[src/core/tgc_pkg.sv]
/*
  Constants, field layouts and carrier types for the trigger gate and counter clear block.
  Assumes one 20 MHz sample clock and an APB master with 32-bit data.
*/
// What this block does
// - Host clears any mix of three counters
// - Event tally is 32 bits, wraps
// - Off or software mode: clear at once
// - Edge or level mode, sync off: clear at edge
// - Sources: none, level, edge, software
// - Termination option, ignored for software
// - Input triggering only while sync off
// - Acquisition target: pre-trigger values excluded
// - Output target: acquisition continuous, included
// - Polarity picks edge direction and level
// - Each pulse while idle releases programmed count
// - Count 16383 means endless output
// - Count 0 ends and blocks release; triggers still counted
// - Software pulse refused unless software source
// - Gated output or all, bit 15 flag
package tgc_pkg;

  // ----------------------------------------------------------------
  // Register map
  // ----------------------------------------------------------------
  localparam logic [7:0] ADDR_CONFIG   = 8'h00;
  localparam logic [7:0] ADDR_COUNT    = 8'h04;
  localparam logic [7:0] ADDR_COMMAND  = 8'h08;
  localparam logic [7:0] ADDR_STATE    = 8'h0c;
  localparam logic [7:0] ADDR_EVENTS   = 8'h10;
  localparam logic [7:0] ADDR_TIMESTMP = 8'h14;
  localparam logic [7:0] ADDR_IRQ_STAT = 8'h18;
  localparam logic [7:0] ADDR_IRQ_EN   = 8'h1c;
  localparam logic [7:0] ADDR_IRQ_CLR  = 8'h20;
  localparam logic [7:0] ADDR_MEASURED = 8'h24;

  // ----------------------------------------------------------------
  // Field positions
  // ----------------------------------------------------------------
  localparam int CMD_PULSE_BIT   = 0;
  localparam int CMD_CLR_TS_BIT  = 1;
  localparam int CMD_CLR_MV_BIT  = 2;
  localparam int CMD_CLR_EV_BIT  = 3;
  localparam int STATUS_FLAG_BIT = 15;
  localparam int IRQ_BITS        = 3;
  localparam int IRQ_REFUSED     = 0;
  localparam int IRQ_EVENT       = 1;
  localparam int IRQ_CLEARED     = 2;

  // ----------------------------------------------------------------
  // Counts
  // ----------------------------------------------------------------
  localparam int          COUNT_W        = 14;
  localparam logic [13:0] COUNT_STOP     = 14'h0000;
  localparam logic [13:0] COUNT_ENDLESS  = 14'h3fff;
  localparam logic [13:0] COUNT_RESET    = 14'h0001;
  localparam logic [13:0] COUNT_LAST     = 14'h0001;
  localparam logic [31:0] TALLY_ONE      = 32'h0000_0001;
  localparam logic [31:0] TALLY_ZERO     = 32'h0000_0000;
  localparam logic [31:0] TALLY_MAX      = 32'hffff_ffff;

  typedef enum logic [1:0] {
    TGC_SRC_NONE,
    TGC_SRC_LEVEL,
    TGC_SRC_EDGE,
    TGC_SRC_SOFT
  } tgc_source_e;

  typedef enum {
    TGC_IDLE,
    TGC_RELEASE,
    TGC_ENDLESS
  } tgc_state_e;

  typedef struct packed {
    logic        sync_active;
    logic        untriggered_output_policy;
    logic        gate_target_select;
    logic        gate_polarity;
    logic        line_termination_on;
    tgc_source_e source;
  } tgc_config_s;

  typedef struct packed {
    logic timestamp;
    logic measured;
    logic events;
  } tgc_clear_s;

  localparam tgc_config_s CONFIG_RESET = tgc_config_s'('0);

endpackage : tgc_pkg

[src/core/tgc_core.sv]
/*
  Trigger gate and counter clear block with APB register access.
  Assumes a measurement cycle strobe on the sample clock and an asynchronous trigger pin.
*/
`timescale 1ns/10ps
module tgc_core
  import tgc_pkg::*;
(
  input  wire logic        clock,
  input  wire logic        rst_n,
  input  wire logic        clk_en,
  input  wire logic        psel,
  input  wire logic        penable,
  input  wire logic        pwrite,
  input  wire logic [7:0]  paddr,
  input  wire logic [31:0] pwdata,
  output logic      [31:0] prdata,
  output logic             pready,
  output logic             pslverr,
  input  wire logic        trigger_pin,
  input  wire logic        meas_strobe,
  input  wire logic [14:0] meas_status,
  output logic             line_termination_on,
  output logic             acquire_enable,
  output logic             value_valid,
  output logic      [15:0] value_status,
  output logic             irq
);

  // ----------------------------------------------------------------
  // Registers
  // ----------------------------------------------------------------
  tgc_config_s         cfg;
  logic [COUNT_W-1:0]  values_per_event;
  logic [COUNT_W-1:0]  remaining;
  tgc_state_e          state;
  logic [31:0]         event_tally;
  logic [31:0]         measured_value_tally;
  logic [31:0]         timestamp;
  tgc_clear_s          pending;
  logic                clear_armed;
  logic [IRQ_BITS-1:0] irq_stat;
  logic [IRQ_BITS-1:0] irq_en;
  logic                sync_a;
  logic                sync_b;
  logic                trig_prev;

  logic        apb_access;
  logic        apb_wr;
  logic        host_pulse_request;
  logic        pulse_refused;
  logic        level_now;
  logic        edge_now;
  logic        input_mode;
  logic        fire;
  logic        gate_open;
  logic        clear_now;
  tgc_clear_s  clear_req;
  tgc_clear_s  apply;
  logic [IRQ_BITS-1:0] irq_set;

  function automatic logic is_input_source(input tgc_source_e s);
    return (s == TGC_SRC_LEVEL) || (s == TGC_SRC_EDGE);
  endfunction : is_input_source

  // ----------------------------------------------------------------
  // Trigger input
  // ----------------------------------------------------------------
  always_ff @(posedge clock or negedge rst_n) begin
    if (!rst_n) begin
      sync_a    <= 1'b0;
      sync_b    <= 1'b0;
      trig_prev <= 1'b0;
    end else if (clk_en) begin
      sync_a    <= trigger_pin;
      sync_b    <= sync_a;
      trig_prev <= sync_b;
    end
  end

  // Polarity folds both directions into one active-high view
  assign level_now  = cfg.gate_polarity ? sync_b : ~sync_b;
  assign edge_now   = cfg.gate_polarity ? (sync_b & ~trig_prev) : (~sync_b & trig_prev);
  // Shared pin: triggering from it is blocked while sync is in use
  assign input_mode = is_input_source(cfg.source) && !cfg.sync_active;

  // ----------------------------------------------------------------
  // APB decode
  // ----------------------------------------------------------------
  assign apb_access = psel && penable && clk_en;
  assign apb_wr     = apb_access && pwrite;
  assign host_pulse_request = apb_wr && (paddr == ADDR_COMMAND) && pwdata[CMD_PULSE_BIT];
  assign pulse_refused = host_pulse_request && (cfg.source != TGC_SRC_SOFT);
  assign clear_req.timestamp = apb_wr && (paddr == ADDR_COMMAND) && pwdata[CMD_CLR_TS_BIT];
  assign clear_req.measured  = apb_wr && (paddr == ADDR_COMMAND) && pwdata[CMD_CLR_MV_BIT];
  assign clear_req.events    = apb_wr && (paddr == ADDR_COMMAND) && pwdata[CMD_CLR_EV_BIT];

  // Edge source: start only on an edge; level source never starts; software: accepted pulse
  assign fire = (cfg.source == TGC_SRC_EDGE && input_mode && edge_now) ||
                (cfg.source == TGC_SRC_SOFT && host_pulse_request);

  // ----------------------------------------------------------------
  // Configuration
  // ----------------------------------------------------------------
  always_ff @(posedge clock or negedge rst_n) begin
    if (!rst_n) begin
      cfg              <= CONFIG_RESET;
      values_per_event <= COUNT_RESET;
      irq_en           <= '0;
    end else if (apb_wr) begin
      if (paddr == ADDR_CONFIG) begin
        cfg <= tgc_config_s'(pwdata[$bits(tgc_config_s)-1:0]);
      end
      if (paddr == ADDR_COUNT) begin
        values_per_event <= pwdata[COUNT_W-1:0];
      end
      if (paddr == ADDR_IRQ_EN) begin
        irq_en <= pwdata[IRQ_BITS-1:0];
      end
    end
  end

  // Termination is meaningless for a host-driven source
  always_ff @(posedge clock or negedge rst_n) begin
    if (!rst_n) begin
      line_termination_on <= 1'b0;
    end else if (clk_en) begin
      line_termination_on <= cfg.line_termination_on && (cfg.source != TGC_SRC_SOFT);
    end
  end

  // ----------------------------------------------------------------
  // Release state machine
  // ----------------------------------------------------------------
  always_ff @(posedge clock or negedge rst_n) begin
    if (!rst_n) begin
      state     <= TGC_IDLE;
      remaining <= '0;
    end else if (clk_en) begin
      if (apb_wr && paddr == ADDR_COUNT && pwdata[COUNT_W-1:0] == COUNT_STOP) begin
        state     <= TGC_IDLE;
        remaining <= '0;
      end else begin
        unique case (state)
          TGC_IDLE: begin
            if (fire && values_per_event == COUNT_ENDLESS) begin
              state <= TGC_ENDLESS;
            end else if (fire && values_per_event != COUNT_STOP) begin
              state     <= TGC_RELEASE;
              remaining <= values_per_event;
            end
          end
          TGC_RELEASE: begin
            if (meas_strobe) begin
              remaining <= remaining - COUNT_LAST;
              if (remaining == COUNT_LAST) begin
                state <= TGC_IDLE;
              end
            end
          end
          TGC_ENDLESS: begin
            state <= TGC_ENDLESS;
          end
        endcase
      end
    end
  end

  assign gate_open = (state != TGC_IDLE) ||
                     (cfg.source == TGC_SRC_LEVEL && input_mode && level_now) ||
                     (cfg.source == TGC_SRC_NONE);

  // ----------------------------------------------------------------
  // Output of values
  // ----------------------------------------------------------------
  always_ff @(posedge clock or negedge rst_n) begin
    if (!rst_n) begin
      value_valid    <= 1'b0;
      value_status   <= '0;
      acquire_enable <= 1'b0;
    end else if (clk_en) begin
      // Acquisition target gates the front end; output target keeps it running
      acquire_enable <= cfg.gate_target_select ? 1'b1 : gate_open;
      value_valid    <= meas_strobe && (gate_open || cfg.untriggered_output_policy);
      if (meas_strobe) begin
        value_status <= {gate_open, meas_status};
      end
    end
  end

  // ----------------------------------------------------------------
  // Counters and clears
  // ----------------------------------------------------------------
  assign clear_now = input_mode ? edge_now : 1'b1;
  assign apply.timestamp = (pending.timestamp || clear_req.timestamp) && clear_now;
  assign apply.measured  = (pending.measured  || clear_req.measured)  && clear_now;
  assign apply.events    = (pending.events    || clear_req.events)    && clear_now;

  always_ff @(posedge clock or negedge rst_n) begin
    if (!rst_n) begin
      pending     <= '0;
      clear_armed <= 1'b0;
    end else if (clk_en) begin
      pending.timestamp <= (pending.timestamp || clear_req.timestamp) && !clear_now;
      pending.measured  <= (pending.measured  || clear_req.measured)  && !clear_now;
      pending.events    <= (pending.events    || clear_req.events)    && !clear_now;
      clear_armed       <= |{apply.timestamp, apply.measured, apply.events};
    end
  end

  always_ff @(posedge clock or negedge rst_n) begin
    if (!rst_n) begin
      event_tally          <= TALLY_ZERO;
      measured_value_tally <= TALLY_ZERO;
      timestamp            <= TALLY_ZERO;
    end else if (clk_en) begin
      // A clear on the counting edge wins, so the edge itself starts from zero
      event_tally          <= apply.events ? TALLY_ZERO :
                              (fire ? event_tally + TALLY_ONE : event_tally);
      measured_value_tally <= apply.measured ? TALLY_ZERO :
                              (meas_strobe ? measured_value_tally + TALLY_ONE : measured_value_tally);
      timestamp            <= apply.timestamp ? TALLY_ZERO : timestamp + TALLY_ONE;
    end
  end

  // ----------------------------------------------------------------
  // Interrupts
  // ----------------------------------------------------------------
  assign irq_set = {clear_armed, fire, pulse_refused};

  always_ff @(posedge clock or negedge rst_n) begin
    if (!rst_n) begin
      irq_stat <= '0;
      irq      <= 1'b0;
    end else if (clk_en) begin
      // Set wins over a same-cycle clear
      if (apb_wr && paddr == ADDR_IRQ_CLR) begin
        irq_stat <= (irq_stat & ~pwdata[IRQ_BITS-1:0]) | irq_set;
      end else begin
        irq_stat <= irq_stat | irq_set;
      end
      irq <= |(irq_stat & irq_en);
    end
  end

  // ----------------------------------------------------------------
  // APB read side
  // ----------------------------------------------------------------
  always_ff @(posedge clock or negedge rst_n) begin
    if (!rst_n) begin
      prdata  <= '0;
      pready  <= 1'b0;
      pslverr <= 1'b0;
    end else if (clk_en) begin
      pready  <= psel && !penable;
      pslverr <= 1'b0;
      prdata  <= '0;
      if (psel && !penable) begin
        unique case (paddr)
          ADDR_CONFIG:   prdata <= 32'(cfg);
          ADDR_COUNT:    prdata <= 32'(values_per_event);
          ADDR_COMMAND:  prdata <= '0;
          ADDR_STATE:    prdata <= 32'({pending, state != TGC_IDLE, remaining});
          ADDR_EVENTS:   prdata <= event_tally;
          ADDR_TIMESTMP: prdata <= timestamp;
          ADDR_IRQ_STAT: prdata <= 32'(irq_stat);
          ADDR_IRQ_EN:   prdata <= 32'(irq_en);
          ADDR_IRQ_CLR:  prdata <= '0;
          ADDR_MEASURED: prdata <= measured_value_tally;
          default: begin
            pslverr <= 1'b1;
          end
        endcase
        // Software pulse on a wrong source answers with an error
        if (pwrite && paddr == ADDR_COMMAND && pwdata[CMD_PULSE_BIT] &&
            cfg.source != TGC_SRC_SOFT) begin
          pslverr <= 1'b1;
        end
      end
    end
  end
endmodule : tgc_core

[config.mk]
export PLATFORM = sky130hd
export DESIGN_NAME = tgc_core
export DESIGN_NICKNAME = d
export VERILOG_FILES = /design/src/core/tgc_pkg.sv /design/src/core/tgc_core.sv
export SDC_FILE = /design/constraint.sdc
export NUM_CORES = 1
export LEC_CHECK = 0
export BUFFER_PORTS_ARGS = -buffer_cell sky130_fd_sc_hd__buf_2
export CORE_ASPECT_RATIO = 1.1
export CORE_MARGIN = 4
export CORE_UTILIZATION = 40
export DETAILED_ROUTE_END_ITERATION = 12
export GPL_TIMING_DRIVEN = 0
export PLACE_DENSITY = 0.6
export SLEW_MARGIN = 30
export SYNTH_ARGS = -nofsm -noshare
export SYNTH_HDL_FRONTEND = slang
export SYNTH_SLANG_ARGS = --single-unit
[constraint.sdc]
create_clock -name clock -period 4.4 [get_ports clock]
set_clock_uncertainty 0.1 [all_clocks]
set_input_delay 0.88 -clock clock [delete_from_list [all_inputs] [get_ports clock]]
set_output_delay 0.88 -clock clock [all_outputs]
set_load 0.01 [all_outputs]
# After elaboration in Yosys (flattened, before gate mapping)
# Index checks and enable logic that the tools add are counted.
[word_totals]
reg_bits = 230
elab_cells = 153
out_inout_bits = 54
input_bits = 63
[classes]
n_addsub = 4
bitwise_logic = 9
muxes = 26
reduce_logical = 63
n_eq_ne = 22
[op_table]
columns = ["cell", "n"]
rows = [
  ["32-bit two-way mux", 11],
  ["32-bit case mux with 8 select lines", 1],
  ["32-bit by 1-bit adder with 32-bit output, second input constant", 3],
  ["32-bit case mux with 3 select lines", 1],
  ["14-bit two-way mux", 4],
  ["32-bit by 1-bit == test with 1-bit output, second input constant", 1],
  ["32-bit by 2-bit == test with 1-bit output, second input constant", 1],
  ["8-bit by 5-bit == test with 1-bit output, second input constant", 4],
  ["1-bit logical AND", 32],
  ["32-bit logical NOT", 1],
  ["32-bit nonzero test", 1],
  ["14-bit case mux with 2 select lines", 1],
  ["8-bit by 4-bit == test with 1-bit output, second input constant", 2],
  ["8-bit by 6-bit == test with 1-bit output, second input constant", 2],
  ["14-bit by 1-bit == test with 1-bit output, second input constant", 1],
  ["14-bit == test, second input constant", 1],
  ["14-bit logical NOT", 1],
  ["14-bit nonzero test", 1],
  ["14-bit by 1-bit subtractor with 14-bit output, second input constant", 1],
  ["3-bit != test, second input constant", 4],
  ["2-bit AND reduction", 6],
  ["10-bit OR reduction", 1],
  ["8-bit by 3-bit == test with 1-bit output, second input constant", 1],
  ["8-bit logical NOT", 1],
  ["19 further kinds", 41],
]

# Logic depth before layout (Yosys ltp)
[depth]
depth_word = 12
mapped_depth = 9
depth_no_buf = 7

# Least setup slack after synthesis
# OpenSTA, ideal clock, no wires.
[synth_timing]
path_type = "input to register"
start = "input port paddr[1]"
end = "register state[0]"
required_time_ps = 4175
path_slack_ps = 1512
n_path_buf = 2
path_stages = 7
setup_ps = 125
t_arrival_ps = 2663
cell_sequence = "buf_4 -> nor4b_4 -> and4_4 -> buf_4 -> o21ai_1 -> a221oi_2 -> mux2_2"
[synth_via]
elab_chain_cells = 9
elab_cells_between_ends = 17
cone_classes = "eq/ne: 5; mux: 3; reduce/logical: 9"
[synth_lines]
columns = ["item", "line", "rtl"]
rows = [
  ["start: declaration", "tgc_core.sv:15", "input wire logic [7:0] paddr,"],
  ["8-bit by 4-bit == test with 1-bit output", "tgc_core.sv:92", "assign host_pulse_request = apb_wr && (paddr == ADDR_COMMAND) && pwdata[CMD_PULSE_BIT];"],
  ["1-bit logical AND (2 in series)", "tgc_core.sv:92", ""],
  ["1-bit logical AND", "tgc_core.sv:100", "(cfg.source == TGC_SRC_SOFT && host_pulse_request);"],
  ["1-bit logical OR", "tgc_core.sv:99", "assign fire = (cfg.source == TGC_SRC_EDGE && input_mode && edge_now) ||"],
  ["1-bit logical AND", "tgc_core.sv:146", "if (fire && values_per_event == COUNT_ENDLESS) begin"],
  ["32-bit two-way mux", "tgc_core.sv:146", ""],
  ["32-bit case mux with 3 select lines", "tgc_core.sv:144", "unique case (state)"],
  ["32-bit two-way mux", "tgc_core.sv:140", "if (apb_wr && paddr == ADDR_COUNT && pwdata[COUNT_W-1:0] == COUNT_STOP) begin"],
  ["end signal: assignment", "tgc_core.sv:141", "state <= TGC_IDLE;"],
  ["end signal: assignment", "tgc_core.sv:147", "state <= TGC_ENDLESS;"],
  ["end signal: assignment", "tgc_core.sv:149", "state <= TGC_RELEASE;"],
  ["end: declaration", "tgc_core.sv:36", "tgc_state_e state;"],
]
# Several ways; a longest one is shown, not always the timed one.
# A chain may end at the register's enable or synchronous reset.

# Final worst setup path
[layout_timing]
start = "input port clk_en"
end = "register measured_value_tally[31]"
[layout_via]
elab_chain_cells = 8
elab_cells_between_ends = 9
cone_classes = "mux: 1; reduce/logical: 8"
[layout_lines]
columns = ["item", "line", "rtl"]
rows = [
  ["start: declaration", "tgc_core.sv:11", "input wire logic clk_en,"],
  ["1-bit logical AND", "tgc_core.sv:90", "assign apb_access = psel && penable && clk_en;"],
  ["1-bit logical AND", "tgc_core.sv:91", "assign apb_wr = apb_access && pwrite;"],
  ["1-bit logical AND (2 in series)", "tgc_core.sv:95", "assign clear_req.measured = apb_wr && (paddr == ADDR_COMMAND) && pwdata[CMD_CLR_MV_BIT];"],
  ["1-bit logical OR", "tgc_core.sv:196", "assign apply.measured = (pending.measured || clear_req.measured) && clear_now;"],
  ["1-bit logical AND", "tgc_core.sv:196", ""],
  ["2-bit nonzero test (no source line)", "-", ""],
  ["2-bit AND reduction (no source line)", "-", ""],
  ["end signal: assignment", "tgc_core.sv:220", "measured_value_tally <= apply.measured ? TALLY_ZERO :"],
  ["end: declaration", "tgc_core.sv:38", "logic [31:0] measured_value_tally;"],
]
# Several ways; a longest one is shown, not always the timed one.

==> key figures <==
Run status
  – Status: finished clean

Logic synthesis
  – Synth Net Count: about 1200
  – Register area share after synthesis: 46.8%
  – EDFF count, synth: 0
  – Syn Area/Cell: approximately 10 um^2
  – Main flop type after synthesis: dfrtp_1
  – Flops & latches, synth: 200
  – Warnings, synthesis: 0
  – Area contributors post-synth: dfrtp_1 (47%), nor2_1 (3.6%), mux2_2 (3.4%), nand2_1 (3.4%), a22o_1 (3.1%)
  – Post-synth top area share: 46.6%
  – Post-synth top area cell: dfrtp_1
  – Syn Std Cell Area: 10700 um^2
  – Post-Syn Instances: between 1000 and 1500
  – Synth unique cells: 76
  – Async S/R FF share, synth: 100%

Setup path
  – Cells on worst reg2reg path: 6
  – RR Endpoint: state[0]$_DFFE_PN0P_
  – WP buf/inv: 2
  – Setup CP Type: in2reg
  – R2R Setup Slk: 1.49 ns
  – Critical path fanouts, max: 10
  – Startpoint Class: input pin
  – Critical path cell sequence: buf_2 -> clkbuf_1 -> nand4_1 -> nor2_1 -> nand2_1 -> or4_1 -> a21oi_1
  – Critical Path Sink Type: register
  – CP startpoint: clk_en
  – Critical R2R Launch: sync_b$_DFFE_PN0P_
  – Crit path largest cell delay: between 0.5 and 0.6 ns
  – Critical path required time: around 4.7 ns
  – Cell family contributing the most delay on the critical path: simple AND/OR/NAND/NOR gates
  – Critical Path AT: 3.37 ns
  – Worst path slowest cell: clkbuf_1

CTS
  – Post-CTS Resized: 0
  – Cts hold-fix bufs: 0
  – Root buffer cell: clkbuf_16
  – Worst-Skew Late Latency: between 0.4 and 0.5 ns
  – Setup Fix Bufs, Post-CTS: 0
  – Bufs on Longest Clock Path: 2
  – CTS sink cnt: 200
  – Clk slew on worst S/H paths: 0.08 ns
  – TritonCTS clock tree: built
  – # H-tree levels: 4
  – TritonCTS Buffers: 17

Global route
  – GRT overflow: 0
  – Initial antenna violation count: 0
  – First-pass GRT wire length: 51800 um
  – Vias in the first global route: slightly below 9000
  – Largest net degree at the start of global routing: 85
  – GRT Overall Usage: 22.5%

Detailed routing
  – Initial drt markers: between 700 and 800
  – Via Count: 9270
  – # DRC: 0
  – Drt first pass iters: 5
  – Post-route ant nets: 0
  – DR WL/cell: 21.0 um
  – Detailed Route WL: 33000 um
  – Via density: about 6

Pwr
  – PwrDens: 367 nW/um^2
  – Clock share of power: 36.1%
  – Net switching power: 0.00137 W
  – Peak supply drop: 0.240 mV
  – Internal power: 0.00314 W
  – Sw Share: 30.4%
  – Logic pwr share: between 10% and 20%
  – Sequential power share: 47.9%
  – Leak: between 5 and 6 nW

Hold path
  – Worst Hold Class: in2async

Timing
  – Setup WS post-layout: approximately 1.3 ns
  – Fmax: 322 MHz
  – Fin crit share: 70.7%
  – Setup-failing EPs final: 0
  – RSZ-0062 raised after global routing: no
  – Hold Fails Final Rpt: 0
  – Setup TNS: 0 ns
  – Max-slew headroom: between 30% and 40%
  – Tightest Pin Transition: 1.02 ns
  – Final min period: 3.11 ns
  – Final slew viol count: 0

Finish
  – Register area: 5010 um^2
  – Multi-input gate area: approximately 5400 um^2
  – Share of post-route cells with drive strength above 1: 16.4%
  – Fin nets: 1282
  – Fillcell total: 2596
  – # diodes: 0
  – Most frequent cells in the layout: dfrtp_1 (199), buf_2 (106), nor2_1 (104), nand2_1 (96), a21oi_1 (53)
  – Commonest non-fill, non-tap cell in the layout: dfrtp_1
  – Layout area overhead: 14.9%

Placement
  – Detailed Place HPWL: 24400 um
  – GP Congestion: around 0.94
  – # port buffers: 95
  – Placement Setup Slack: around 0.87 ns

Floorplanning
  – Core Area: 26200 um^2
  – Total Die Area: 29400 um^2
  – Width of the die: 164 um
  – I/O Pins: 117
  – Die Y: 180 um
  – Initial Utilization: about two fifths
  – FP Rows: 62

Flow run
  – Max cap viols: 0
[per-layer routing]
| metal | up-vias | global-route usage [%] | wire length, um |
|---|---|---|---|
| met5 | - | 0 | 0 |
| met4 | 0 | 7.21 | 995 |
| met3 | 60 | 4.37 | 2300 |
| met2 | 358 | 34.9 | 15000 |
| met1 | 4548 | 31.8 | 14700 |
| li1 | 4304 | - | - |
[cell usage after synthesis (24+ instances only)]
cell	n
clkbuf_1	46
a22o_1	38
mux2_2	32
nand3_1	44
inv_1	24
dfrtp_1	199
nand2_1	96
xnor2_1	35
a22oi_1	27
nor2_1	104
xor2_1	37
nand4_1	38
o21ai_0	28
a21oi_1	53
[sequential cells by signal, indices dropped and copies added (netlist names), 2 cells and up]
register / cells
state: 2
value_status: 16
measured_value_tally: 32
values_per_event: 14
remaining: 14
event_tally: 32
cfg: 7
irq_stat: 3
pending: 3
timestamp: 32
irq_en: 3
prdata: 32
[power groups by stage]
stage / Clock (W) / Combinational [W] / Sequential [W]
after floorplan: 0 / 0.000478 / 0.00214
after global placement: 0 / 0.000694 / 0.00219
after detailed placement: 0 / 0.000712 / 0.00219
after CTS: 0.00165 / 0.000715 / 0.00216
after global routing: 0.00173 / 0.000802 / 0.00218
final: 0.00163 / 0.000721 / 0.00216
[how the worst max path moves through the flow]
| stage | cells past startpoint | slack, ns | end |
|---|---|---|---|
| after floorplan | 7 | 1.51 | state[0]$_DFFE_PN0P_ |
| after global placement | 1 | -1.16 | remaining[3]$_DFFE_PN0P_ |
| after detailed placement | 7 | 0.87 | measured_value_tally[31]$_DFFE_PN0P_ |
| after CTS | 7 | 1.33 | measured_value_tally[31]$_DFFE_PN0P_ |
| after global routing | 7 | 1.14 | measured_value_tally[31]$_DFFE_PN0P_ |
| final | 7 | 1.29 | measured_value_tally[31]$_DFFE_PN0P_ |
[cell type report]
type	instances	share of cell area (%)
sequential	200	40.7
inverter	24	0.733
buffer	63	2.12
clock buffer	19	3.69
tap	352	3.58
clock inverter	12	1.12
timing repair buffer	97	4.40
multi-input combinational	804	43.6
[stage by stage]
step	total power, W	cells	util, %	hold WS, ns	area (um^2)
after floorplan	0.00261	1091	-	0.358	10700
after global placement	0.00288	1538	44.3	0.365	11600
after detailed placement	0.00291	1540	44.6	0.369	11700
after CTS	0.00452	1571	46.8	0.232	12300
after global routing	0.00472	1571	46.9	0.237	12300
final	0.00451	1571	46.9	0.223	12300
[kinds of logic after synthesis]
logic type | synth area share [%]
and+or+nand+nor | 21.8
adders and majority gates | 1.50
buffers and inverters | 3.28
DFF | 46.8
xor gates and xnor gates | 5.90
AOI/OAI and AO/OA | 16.3
muxes | 4.42
Power figures use the tool's default switching activity.
